===== src/core/mtc_defines.svh =====
// Constants for the tape channel controller: codes, timing, offsets.
// Assumes inclusion by bare name from core files only.
`ifndef MTC_DEFINES_SVH
`define MTC_DEFINES_SVH
`define MTC_CLK_MHZ        40
`define MTC_STROBE_NS      4000
`define MTC_STROBE_ALT_NS  6000
`define MTC_DPULSE_NS      1000
`define MTC_CYC(ns)        (((ns) * `MTC_CLK_MHZ + 999) / 1000)
`define MTC_FN_RELEASE     12'h000
`define MTC_FN_BINARY      12'h001
`define MTC_FN_BCD         12'h002
`define MTC_FN_HI_DENS     12'h003
`define MTC_FN_LO_DENS     12'h004
`define MTC_FN_CLEAR       12'h005
`define MTC_FN_SEARCH      12'h006
`define MTC_FN_REV_ASM     12'h007
`define MTC_FN_INT_RNB     12'h008
`define MTC_REG_CTRL       2'h0
`define MTC_REG_STAT       2'h1
`define MTC_CTRL_ALT_BIT   0
`define MTC_BCD_ZONE       6'h10
`endif


===== src/core/mtc_pkg.sv =====
// Types shared by the tape channel controller files.
// Assumes no other package is needed.
package mtc_pkg;
	// Every asynchronous input, channel and handler side
	typedef struct packed {
		logic [2:0]      eq_switch;
		logic [7:0][7:0] unit_addr;
		logic [5:0]      rd_data;
		logic            rd_parity;
		logic            rd_strobe;
		logic            write_enable;
		logic            end_of_record;
		logic            file_mark;
		logic            busy;
		logic            dens556;
		logic            load_point;
		logic            end_of_tape;
		logic            ready;
		logic            dens800;
		logic [11:0]     ch_data;
		logic            ch_parity;
		logic            connect;
		logic            function_req;
		logic            data_req;
		logic            read_op;
		logic            write_op;
		logic            master_clear;
		logic            negate_conv;
		logic            suppress_pack;
	} mtc_in_t;
	typedef enum logic [1:0] {MTC_IDLE, MTC_HOLD, MTC_RD_HOLD} mtc_state_t;
endpackage : mtc_pkg


===== src/core/mtc_sync_if.sv =====
// Carrier between the synchroniser bank and the controller core.
// Assumes both ends run on clk_sys.
`timescale 1ns/1ps
`default_nettype none
interface mtc_sync_if;
	mtc_pkg::mtc_in_t raw;
	mtc_pkg::mtc_in_t sync;
	mtc_pkg::mtc_in_t rise;
	modport syn (input raw, output sync, output rise);
	modport user (output raw, input sync, input rise);
endinterface : mtc_sync_if
`default_nettype wire


===== src/core/mtc_ctrl.sv =====
// Tape channel controller core: channel handshake and tape handler.
// Assumes one connected handler drives the shared status/read lines.
//
// The implementer's own choices: the address map and the strobed register port.
`timescale 1ns/1ps
`default_nettype none
`include "mtc_defines.svh"
module mtc_ctrl (
	// Clock and reset
	input  wire logic        clk_sys,
	input  wire logic        rst,
	// Register port
	input  wire logic [1:0]  reg_addr,
	input  wire logic [7:0]  reg_wdata,
	input  wire logic        reg_wr,
	input  wire logic        reg_rd,
	output logic      [7:0]  reg_rdata,
	// Channel and switch inputs
	input  wire logic [2:0]  eq_switch,
	input  wire logic [11:0] ch_data_in,
	input  wire logic        ch_parity_in,
	input  wire logic        ch_connect,
	input  wire logic        ch_function,
	input  wire logic        ch_data_req,
	input  wire logic        ch_read,
	input  wire logic        ch_write,
	input  wire logic        ch_master_clear,
	input  wire logic        ch_negate_conv,
	input  wire logic        ch_suppress_pack,
	// Channel outputs
	output logic      [11:0] ch_data_out,
	output logic             ch_parity_out,
	output logic             ch_data_oe,
	output logic             ch_reply,
	output logic             ch_reject,
	output logic             ch_end_of_record,
	output logic             ch_parity_error,
	output logic             ch_reverse_assembly,
	output logic      [10:0] ch_status,
	output logic      [7:0]  ch_interrupt,
	// Handler inputs
	input  wire logic [63:0] tp_unit_addr,
	input  wire logic [5:0]  tp_read_data,
	input  wire logic        tp_read_parity,
	input  wire logic        tp_read_strobe,
	input  wire logic        tp_write_enable,
	input  wire logic        tp_end_of_record,
	input  wire logic        tp_file_mark,
	input  wire logic        tp_busy,
	input  wire logic        tp_dens556,
	input  wire logic        tp_load_point,
	input  wire logic        tp_end_of_tape,
	input  wire logic        tp_ready,
	input  wire logic        tp_dens800,
	// Handler outputs
	output logic      [5:0]  tp_write_data,
	output logic             tp_write_parity,
	output logic             tp_write_strobe,
	output logic             tp_forward,
	output logic             search_file_mark,
	output logic             tp_set_hi_density,
	output logic             tp_set_lo_density,
	output logic             tp_write_sel,
	output logic             tp_read_sel,
	output logic             full_clear,
	output logic      [7:0]  tp_unit_sel
);
	import mtc_pkg::*;

	localparam logic [8:0] STROBE_CYC = 9'(`MTC_CYC(`MTC_STROBE_NS));
	localparam logic [8:0] STROBE_ALT_CYC = 9'(`MTC_CYC(`MTC_STROBE_ALT_NS));
	localparam logic [8:0] DPULSE_CYC = 9'(`MTC_CYC(`MTC_DPULSE_NS));

	mtc_sync_if sv ();
	mtc_in_t    s;
	mtc_in_t    r;

	// Character code swap for BCD mode, same in both directions
	function automatic logic [5:0] bcd_conv(input logic [5:0] c, input logic on);
		bcd_conv = on ? (c ^ `MTC_BCD_ZONE) : c;
	endfunction : bcd_conv

	// Odd parity bit over a channel word
	function automatic logic odd_bit(input logic [11:0] d);
		odd_bit = ~(^d);
	endfunction : odd_bit

	// Gather every async input into the synchroniser bank
	assign sv.raw = '{eq_switch: eq_switch, unit_addr: tp_unit_addr,
		rd_data: tp_read_data, rd_parity: tp_read_parity,
		rd_strobe: tp_read_strobe, write_enable: tp_write_enable,
		end_of_record: tp_end_of_record, file_mark: tp_file_mark,
		busy: tp_busy, dens556: tp_dens556, load_point: tp_load_point,
		end_of_tape: tp_end_of_tape, ready: tp_ready, dens800: tp_dens800,
		ch_data: ch_data_in, ch_parity: ch_parity_in, connect: ch_connect,
		function_req: ch_function, data_req: ch_data_req, read_op: ch_read,
		write_op: ch_write, master_clear: ch_master_clear,
		negate_conv: ch_negate_conv, suppress_pack: ch_suppress_pack};

	mtc_sync u_sync (
		.clk_sys (clk_sys),
		.sv      (sv)
	);
	assign s = sv.sync;
	assign r = sv.rise;

	// Control state
	mtc_state_t  state;
	logic        ctrl_conn;
	logic        unit_conn;
	logic        fmt_bcd;
	logic        perr;
	logic        strobe_alt;
	logic        rev_asm;
	logic        int_en;
	logic        searching;
	logic [8:0]  dcnt;
	logic        req_conn;
	// Write path
	logic [11:0] wr_word;
	logic [1:0]  wr_left;
	logic        wr_phase;
	logic [8:0]  wr_cnt;
	// Read path
	logic [5:0]  rd_upper;
	logic        rd_half;
	logic        rd_full;
	logic [11:0] rd_word;
	logic        eor_flag;
	logic        lost;
	logic        vperr;

	// Decode of the live channel word and handler match
	wire         clear_all  = rst | s.master_clear;
	wire         word_bad   = ~(^{s.ch_data, s.ch_parity});
	wire [2:0]   code_unit  = s.ch_data[2:0];
	wire [2:0]   code_equip = s.ch_data[11:9];
	wire         conv_on    = fmt_bcd & ~s.negate_conv;
	wire         wr_active  = (wr_left != 2'h0);
	wire         rw_busy    = s.read_op | s.write_op | wr_active | s.busy;
	wire [8:0]   strobe_len = strobe_alt ? STROBE_ALT_CYC : STROBE_CYC;
	wire [5:0]   wr_frame   = (wr_left == 2'h2) ? wr_word[11:6] : wr_word[5:0];
	wire [5:0]   rd_frame   = bcd_conv(s.rd_data, conv_on);
	wire         rd_vbad    = (^{s.rd_data, s.rd_parity}) == fmt_bcd;
	wire         rd_take    = r.rd_strobe & tp_read_sel;
	wire [11:0]  fn_code    = s.ch_data;
	logic [7:0]  unit_hit;
	always_comb begin
		for (int i = 0; i < 8; i++) begin
			unit_hit[i] = s.unit_addr[i][code_unit];
		end
	end
	wire [7:0]   unit_pick  = unit_hit & (~unit_hit + 8'h01);
	wire         fn_known   = (fn_code <= `MTC_FN_INT_RNB);

	// Channel request handshake: connect, function, data
	always_ff @(posedge clk_sys) begin
		if (clear_all) begin
			state            <= MTC_IDLE;
			ch_reply         <= 1'b0;
			ch_reject        <= 1'b0;
			ch_data_oe       <= 1'b0;
			ch_data_out      <= 12'h000;
			ch_parity_out    <= 1'b0;
			ch_end_of_record <= 1'b0;
			ctrl_conn        <= 1'b0;
			unit_conn        <= 1'b0;
			tp_unit_sel      <= 8'h00;
			fmt_bcd          <= 1'b0;
			perr             <= 1'b0;
			rev_asm          <= 1'b0;
			int_en           <= 1'b0;
			searching        <= 1'b0;
			dcnt             <= 9'h000;
			tp_set_hi_density <= 1'b0;
			tp_set_lo_density <= 1'b0;
			req_conn         <= 1'b0;
			wr_word          <= 12'h000;
			wr_left          <= 2'h0;
			rd_full          <= 1'b0;
			eor_flag         <= 1'b0;
		end else begin
			// Density pulse timer
			if (dcnt != 9'h000) begin
				dcnt <= dcnt - 9'h001;
			end else begin
				tp_set_hi_density <= 1'b0;
				tp_set_lo_density <= 1'b0;
			end
			// Search ends on file mark or record end
			if (r.file_mark | r.end_of_record) begin
				searching <= 1'b0;
			end
			// Frame writer frees a word slot
			if (wr_active && wr_phase && wr_cnt == 9'h001) begin
				wr_left <= wr_left - 2'h1;
			end
			// End of record seen while reading
			if (tp_read_sel && r.end_of_record) begin
				eor_flag <= 1'b1;
			end
			// Read frame assembly
			if (rd_take && (s.suppress_pack || rd_half)) begin
				rd_full <= 1'b1;
			end else if (tp_read_sel && r.end_of_record && rd_half) begin
				rd_full <= 1'b1;
			end
			case (state)
				MTC_IDLE: begin
					if (r.connect) begin
						req_conn <= 1'b1;
						perr     <= word_bad;
						if (word_bad || code_equip != s.eq_switch) begin
							ctrl_conn   <= 1'b0;
							unit_conn   <= 1'b0;
							tp_unit_sel <= 8'h00;
						end else if (rw_busy) begin
							ch_reject <= 1'b1;
							state     <= MTC_HOLD;
						end else begin
							ctrl_conn   <= 1'b1;
							unit_conn   <= (unit_pick != 8'h00);
							tp_unit_sel <= unit_pick;
							ch_reply    <= (unit_pick != 8'h00);
							ch_reject   <= (unit_pick == 8'h00);
							state       <= MTC_HOLD;
						end
					end else if (r.function_req && ctrl_conn) begin
						req_conn <= 1'b0;
						perr     <= word_bad;
						if (!word_bad) begin
							state <= MTC_HOLD;
							if (!unit_conn || !fn_known) begin
								ch_reject <= 1'b1;
							end else begin
								ch_reply <= 1'b1;
								case (fn_code)
									`MTC_FN_RELEASE, `MTC_FN_CLEAR: begin
										unit_conn   <= 1'b0;
										tp_unit_sel <= 8'h00;
										int_en      <= 1'b0;
										rev_asm     <= 1'b0;
									end
									`MTC_FN_BINARY: fmt_bcd <= 1'b0;
									`MTC_FN_BCD:    fmt_bcd <= 1'b1;
									`MTC_FN_HI_DENS: begin
										tp_set_hi_density <= 1'b1;
										tp_set_lo_density <= 1'b0;
										dcnt <= DPULSE_CYC;
									end
									`MTC_FN_LO_DENS: begin
										tp_set_lo_density <= 1'b1;
										tp_set_hi_density <= 1'b0;
										dcnt <= DPULSE_CYC;
									end
									`MTC_FN_SEARCH:  searching <= 1'b1;
									`MTC_FN_REV_ASM: rev_asm   <= 1'b1;
									default:         int_en    <= 1'b1;
								endcase
							end
						end
					end else if (s.data_req && unit_conn && s.write_op && !wr_active) begin
						// Sample only when the writer is free; channel waits
						perr     <= word_bad;
						wr_word  <= s.ch_data;
						wr_left  <= s.suppress_pack ? 2'h1 : 2'h2;
						ch_reply <= 1'b1;
						req_conn <= 1'b0;
						state    <= MTC_HOLD;
					end else if (s.data_req && unit_conn && s.read_op && rd_full) begin
						ch_data_out   <= rd_word;
						ch_parity_out <= odd_bit(rd_word);
						ch_data_oe    <= 1'b1;
						ch_reply      <= 1'b1;
						rd_full       <= rd_take & (s.suppress_pack | rd_half); // Fresh word wins
						state         <= MTC_RD_HOLD;
					end else if (s.data_req && unit_conn && s.read_op && eor_flag) begin
						ch_end_of_record <= 1'b1;
						eor_flag         <= tp_read_sel & r.end_of_record;
						state            <= MTC_RD_HOLD;
					end
				end
				MTC_HOLD: begin
					// Answer stands until its own request falls
					if (req_conn ? !s.connect : !(s.function_req | s.data_req)) begin
						ch_reply  <= 1'b0;
						ch_reject <= 1'b0;
						state     <= MTC_IDLE;
					end
				end
				MTC_RD_HOLD: begin
					if (!s.data_req) begin
						ch_reply         <= 1'b0;
						ch_end_of_record <= 1'b0;
						ch_data_oe       <= 1'b0;
						state            <= MTC_IDLE;
					end
				end
				default: state <= MTC_IDLE;
			endcase
		end
	end

	// Read assembly: upper frame first, then lower
	always_ff @(posedge clk_sys) begin
		if (clear_all) begin
			rd_upper <= 6'h00;
			rd_half  <= 1'b0;
			rd_word  <= 12'h000;
			lost     <= 1'b0;
			vperr    <= 1'b0;
		end else if (rd_take) begin
			lost  <= lost | rd_full; // Overrun flagged; the new word replaces the old
			vperr <= vperr | rd_vbad;
			if (s.suppress_pack) begin
				rd_word <= {6'h00, rd_frame};
			end else if (!rd_half) begin
				rd_upper <= rd_frame;
				rd_half  <= 1'b1;
			end else begin
				rd_word <= {rd_upper, rd_frame};
				rd_half <= 1'b0;
			end
		end else if (tp_read_sel && r.end_of_record && rd_half) begin
			rd_word <= {rd_upper, 6'h00}; // Odd frame flushed padded
			rd_half <= 1'b0;
		end else if (!s.read_op) begin
			rd_half <= 1'b0;
			vperr   <= vperr & ~r.write_op;
		end
	end

	// Frame writer: data and strobe set on one edge, strobe held strobe_len cycles
	always_ff @(posedge clk_sys) begin
		if (clear_all) begin
			wr_phase        <= 1'b0;
			wr_cnt          <= 9'h000;
			tp_write_data   <= 6'h00;
			tp_write_parity <= 1'b0;
			tp_write_strobe <= 1'b0;
		end else if (wr_active && !wr_phase) begin
			tp_write_data   <= bcd_conv(wr_frame, conv_on);
			tp_write_parity <= ~(^bcd_conv(wr_frame, conv_on)) ^ fmt_bcd;
			wr_phase        <= 1'b1;
			wr_cnt          <= strobe_len;
			tp_write_strobe <= 1'b1;
		end else if (wr_phase) begin
			wr_cnt <= wr_cnt - 9'h001;
			if (wr_cnt == 9'h001) begin
				tp_write_strobe <= 1'b0;
				wr_phase        <= 1'b0;
			end
		end
	end

	// Handler levels, status, interrupt and indicators
	always_ff @(posedge clk_sys) begin
		if (clear_all) begin
			full_clear          <= 1'b1;
			tp_write_sel        <= 1'b0;
			tp_read_sel         <= 1'b0;
			tp_forward          <= 1'b0;
			search_file_mark    <= 1'b0;
			ch_status           <= 11'h000;
			ch_interrupt        <= 8'h00;
			ch_parity_error     <= 1'b0;
			ch_reverse_assembly <= 1'b0;
		end else begin
			full_clear          <= 1'b0;
			tp_write_sel        <= unit_conn & (s.write_op | wr_active);
			tp_read_sel         <= unit_conn & s.read_op;
			search_file_mark    <= searching & unit_conn;
			tp_forward          <= unit_conn & (searching | s.read_op | wr_active);
			ch_parity_error     <= perr & unit_conn;
			ch_reverse_assembly <= rev_asm & unit_conn & s.read_op;
			ch_interrupt        <= (int_en && unit_conn && s.ready && !s.busy)
				? (8'h01 << s.eq_switch) : 8'h00;
			ch_status <= ctrl_conn ? {vperr, 1'b0, lost, s.dens800,
				s.write_enable, s.end_of_tape, s.load_point, s.file_mark,
				s.dens556, rw_busy, s.ready} : 11'h000;
		end
	end

	// Register port: control write, status read one cycle later
	always_ff @(posedge clk_sys) begin
		if (rst) begin
			strobe_alt <= 1'b0;
			reg_rdata  <= 8'h00;
		end else begin
			if (reg_wr && reg_addr == `MTC_REG_CTRL) begin
				strobe_alt <= reg_wdata[`MTC_CTRL_ALT_BIT];
			end
			if (reg_rd && reg_addr == `MTC_REG_CTRL) begin
				reg_rdata <= {7'h00, strobe_alt};
			end else if (reg_rd && reg_addr == `MTC_REG_STAT) begin
				reg_rdata <= {fmt_bcd, perr, int_en, unit_conn, ctrl_conn,
					wr_active, rd_full, state != MTC_IDLE};
			end else begin
				reg_rdata <= 8'h00;
			end
		end
	end
endmodule : mtc_ctrl
`default_nettype wire


===== src/core/mtc_sync.sv =====
// Two-flop synchroniser bank with rising-edge pulses.
// Assumes every input field is asynchronous to clk_sys.
`timescale 1ns/1ps
`default_nettype none
module mtc_sync (
	// Clock
	input wire logic clk_sys,
	// Raw in, clean out
	mtc_sync_if.syn  sv
);
	import mtc_pkg::*;
	mtc_in_t meta;
	mtc_in_t stage2;
	mtc_in_t stage3;
	// Edge found between stage2 and stage3, never from meta
	assign sv.sync = stage2;
	assign sv.rise = stage2 & ~stage3;
	// Plain chain, no reset needed on data path
	always_ff @(posedge clk_sys) begin
		meta   <= sv.raw;
		stage2 <= meta;
		stage3 <= stage2;
	end
endmodule : mtc_sync
`default_nettype wire


===== config.mk =====
export PLATFORM = sky130hd
export DESIGN_NAME = mtc_ctrl
export DESIGN_NICKNAME = d
export VERILOG_FILES = /design/src/core/mtc_pkg.sv /design/src/core/mtc_sync_if.sv /design/src/core/mtc_ctrl.sv /design/src/core/mtc_sync.sv
export VERILOG_INCLUDE_DIRS = /design/src /design/src/core
export SDC_FILE = /design/constraint.sdc
export NUM_CORES = 1
export LEC_CHECK = 0
export ABC_AREA = 1
export BUFFER_PORTS_ARGS = -buffer_cell sky130_fd_sc_hd__buf_2
export CORE_ASPECT_RATIO = 1.25
export CORE_MARGIN = 2
export CORE_UTILIZATION = 48
export DETAILED_ROUTE_END_ITERATION = 10
export GPL_TIMING_DRIVEN = 0
export PLACE_DENSITY = 0.66
export SYNTH_ARGS = -nofsm -noshare
export SYNTH_HDL_FRONTEND = slang
export SYNTH_SLANG_ARGS = --single-unit

===== constraint.sdc =====
create_clock -name clk_sys -period 3.7 [get_ports clk_sys]
set_input_delay 0.185 -clock clk_sys [delete_from_list [all_inputs] [get_ports clk_sys]]
set_output_delay 0.185 -clock clk_sys [all_outputs]
set_load 0.02 [all_outputs]

==> flow_summary_export.csv <==
group,metric,value,unit
critical_path,r2r_cells,18,
power,pwr_density_cell,558,nW/um^2
placement,global_placer_s_final_weighted_congestion,0.890,
floorplan,placementRows,62,
critical_path,cp.required,4130,ps
placement,pre_cts_slack,1090,ps
finish,n_antenna_cell,0,
hold_path,min_delay_worst_endpoint,"reg_rdata[0]$_SDFF_PP0_",
critical_path,crit_chain,"inv_2, buf_6, buf_2, ha_1, inv_1, nand2_1, nand2_1, nand2_1, nand2_1, nand2_2, nand2_2, nand2_1, nand3_2, a21oi_2, nand3_1, nand2_1, nand2_1, nor2_1",
placement,io_buffer_count,179,
critical_path,r2r_slack,940,ps
critical_path,cp-end-kind,"flip-flop",
placement,detailedPlacementHpwl,18100,um
cts,cts_made_buffers,34,
sta,tns,0,ps
critical_path,crit_top_cell,"sky130_fd_sc_hd__nand2_1",
cts,post_cts_resize_count,0,
floorplan,io_pins,188,
cts,htree_num_levels,2,
critical_path,critical_path_arrival,3180,ps
logic_synthesis,syn-instance-count,1201,
routing,wire_per_inst,14.6,um
hold_path,min_delay_path_depth,3,
logic_synthesis,post_synthesis_average_cell_area,9.29,um^2
logic_synthesis,ys_seq_elements,351,
sta,final_period_minus_worst_setup_slack,2760,ps
logic_synthesis,yosysUniqueCellTypes,46,
finish,areaGrowthSynthToFinish,31.0,%
job,max_cap_viol_count,0,
finish,final_common_cell,"sky130_fd_sc_hd__dfxtp_1",
routing,via_per_inst,4.77,
sta,final-setup-viol-count,0,
logic_synthesis,yosysWarnings,0,
grt,grt_antenna_before_repair,0,
sta,layout_setup_ws,945,ps
grt,gr-usage-all-layers,21.6,%
placement,dpl-instance-area,12400,um^2
grt,groute.layer.met2.usage,41.2,%
routing,drt_iter0_drcs,458,
grt,grt_first_pass_wirelength,42000,um
sta,final_max_slew_violation_count,0,
routing,number_of_design_rule_violations_left_after_detail_routing,0,
floorplan,start_util,48.7,%
cts,cts_tree,"built",
cts,clk_pin_slew_worst_paths,60,ps
critical_path,critPathKind,"flip-flop to flip-flop",
sta,max_slew.worst_pin.slew,800,ps
cts,clock_path_buffers,3,
critical_path,r2r-start,"u_sync.sv.sync[10]$_DFF_P_",
critical_path,worstReg2RegEnd,"state[0]$_SDFFE_PP0P_",
critical_path,critPathSlowestCell,"sky130_fd_sc_hd__dfxtp_1",
status,outcome,"finished, final reports clean",
sta,final.period_utilization,74.5,%
routing,detail_route.wirelength,26700,um
cts,cts-root-buf,"sky130_fd_sc_hd__clkbuf_16",
floorplan,die_area,24500,um^2
logic_synthesis,mappedNetlistNets,1334,
sta,grt_setup_unrepaired,"false",
sta,max_clock_freq,363,MHz
logic_synthesis,syn-cell-area,11200,um^2
critical_path,critical_path.startpoint_type,"flip-flop",
finish,layout.filler_cells,1875,
floorplan,die-height,174,um
grt,first_global_vias,8606,
cts,clock_latency_late_sink,510,ps
finish,layout_cell_share_with_drive_strength_beyond_1,19.4,%
floorplan,core,22900,um^2
floorplan,die_x,140,um
sta,report.final.hold_viol_count,0,
routing,detailedRoute.firstPassIterationCount,5,
power,worst_ir_drop_vdd,0.000443,V
grt,use_met1,23.3,%
finish,final_design_area_no_fill,14600,um^2
cts,numClockSinks,351,
sta,timing.slew.headroom,46.7,%
routing,remaining_antenna_violation_count_after_routing,0,
grt,grt_start_max_net_pins,17,
grt,gr_layer_usage_met3,4.49,%
routing,routed-via-count,8739,
critical_path,critical_path.max_fanout,10,
critical_path,slowest_delay,430,ps
grt,peak_usage_layer_in_the_global_routing_report,"met2",
hold_path,min_path_type,"input pin to flip-flop",
finish,nNetsFinal,1656,
grt,grt_remaining_overflow,0,
hold_path,holdCritStartpoint,"reg_rd",
power,power.leakage,0.00667,uW
logic_synthesis,synth-seq-area-share,63.0,%
sta,clock_skew,25.5,ps
finish,layout_common_cells,"351 x sky130_fd_sc_hd__dfxtp_1, 254 x sky130_fd_sc_hd__nand2_1, 190 x sky130_fd_sc_hd__buf_2",
-- repair_timing --
action | CTS | global route
buffers inserted | 0 | 0
hold buffers | 107 | 0
endpoints found under the hold margin | 107 | 0
-- stage by stage --
stage	instances	hold slack (ps)	total power [uW]	util [%]
after floorplan	1201	213	4470	-
after global placement	1668	287	4640	54.2
after global routing	1833	42.3	8490	63.9
final	1833	20.2	8150	63.9
after detailed placement	1668	289	4650	54.2
after CTS	1833	4.46	8210	63.9
-- registers in the layout, summed over array words and instances, names as in the netlist, 8 cells and up --
signal          flops
u_sync.meta       105
u_sync.sv.sync    105
ch_data_out        12
rd_word            12
wr_word            12
ch_status          10
dcnt                9
wr_cnt              9
ch_interrupt        8
reg_rdata           8
tp_unit_sel         8
-- layout make-up --
| class | count | area (um^2) | area share, % |
|---|---|---|---|
| Tap cell | 288 | 360 | 2.47 |
| Clock inverter | 16 | 201 | 1.38 |
| Inverter | 102 | 388 | 2.65 |
| Sequential cell | 351 | 7030 | 48.1 |
| Buffer | 34 | 195 | 1.34 |
| Timing Repair Buffer | 286 | 1970 | 13.5 |
| Multi-Input combinational cell | 714 | 3540 | 24.2 |
| Clock buffer | 42 | 932 | 6.38 |
-- worst max-delay path, delay by kind of cell, from the launching register on --
family	cells	cell delay, ps
AO/OA/AOI/OAI	1	240
flip-flops	1	430
AND/OR/NAND/NOR	12	1210
buffers and inverters	4	450
adder cells (fa/ha/maj)	1	330
-- Yosys cell counts (all sizes together) --
library cell	count	area (um^2)
nor3b	1	12.5
conb	1	3.75
o41ai	1	8.76
inv	102	388
clkbuf	14	53.8
nand2	264	1020
a31oi	9	56.3
o21bai	2	15.0
nor4	4	31.3
or2	6	37.5
o211ai	6	45.0
a21oi	67	339
ha	14	175
nor3	22	125
o21ai	63	319
xnor2	25	219
a22o	1	8.76
o22ai	3	18.8
dfxtp	351	7030
xor2	12	105
o31ai	2	15.0
nand4	10	62.6
nor2	134	544
buf	20	141
and2	1	6.26
nand3	63	358
a211oi	2	15.0
and3	1	6.26
-- report_power, final --
| part | switching, uW | internal, uW |
|---|---|---|
| logic | 371 | 299 |
| clock network | 1400 | 2080 |
| registers | 68.2 | 3930 |
-- metal layers --
metal	routed length (um)	vias to the layer above
met5	0	-
met4	668	0
met3	1470	50
met2	14200	214
met1	10400	3987
li1	-	4488
-- cell families after synthesis --
logic type | count (synthesis) | synth area share [%]
AO/OA/AOI/OAI | 156 | 7.54
flip-flops | 351 | 63.0
XOR/XNOR | 37 | 2.91
buffers and inverters | 136 | 5.23
AND/OR/NAND/NOR | 506 | 19.7
other | 1 | 0.0336
adder cells (fa/ha/maj) | 14 | 1.57
-- worst max-delay path by stage --
| stage | from | to | slack [ps] | cells past startpoint |
|---|---|---|---|---|
| after floorplan | u_sync.sv.sync[10]$_DFF_P_ | tp_unit_sel[7]$_SDFFE_PP0P_ | 1510 | 19 |
| after global placement | u_sync.sv.sync[10]$_DFF_P_ | state[0]$_SDFFE_PP0P_ | 1150 | 17 |
| after detailed placement | u_sync.sv.sync[10]$_DFF_P_ | state[0]$_SDFFE_PP0P_ | 1090 | 18 |
| after CTS | u_sync.sv.sync[10]$_DFF_P_ | state[0]$_SDFFE_PP0P_ | 970 | 18 |
| after global routing | u_sync.sv.sync[10]$_DFF_P_ | state[0]$_SDFFE_PP0P_ | 780 | 18 |
| final | u_sync.sv.sync[10]$_DFF_P_ | state[0]$_SDFFE_PP0P_ | 940 | 18 |
No activity file was read; power rests on OpenSTA's default activity.
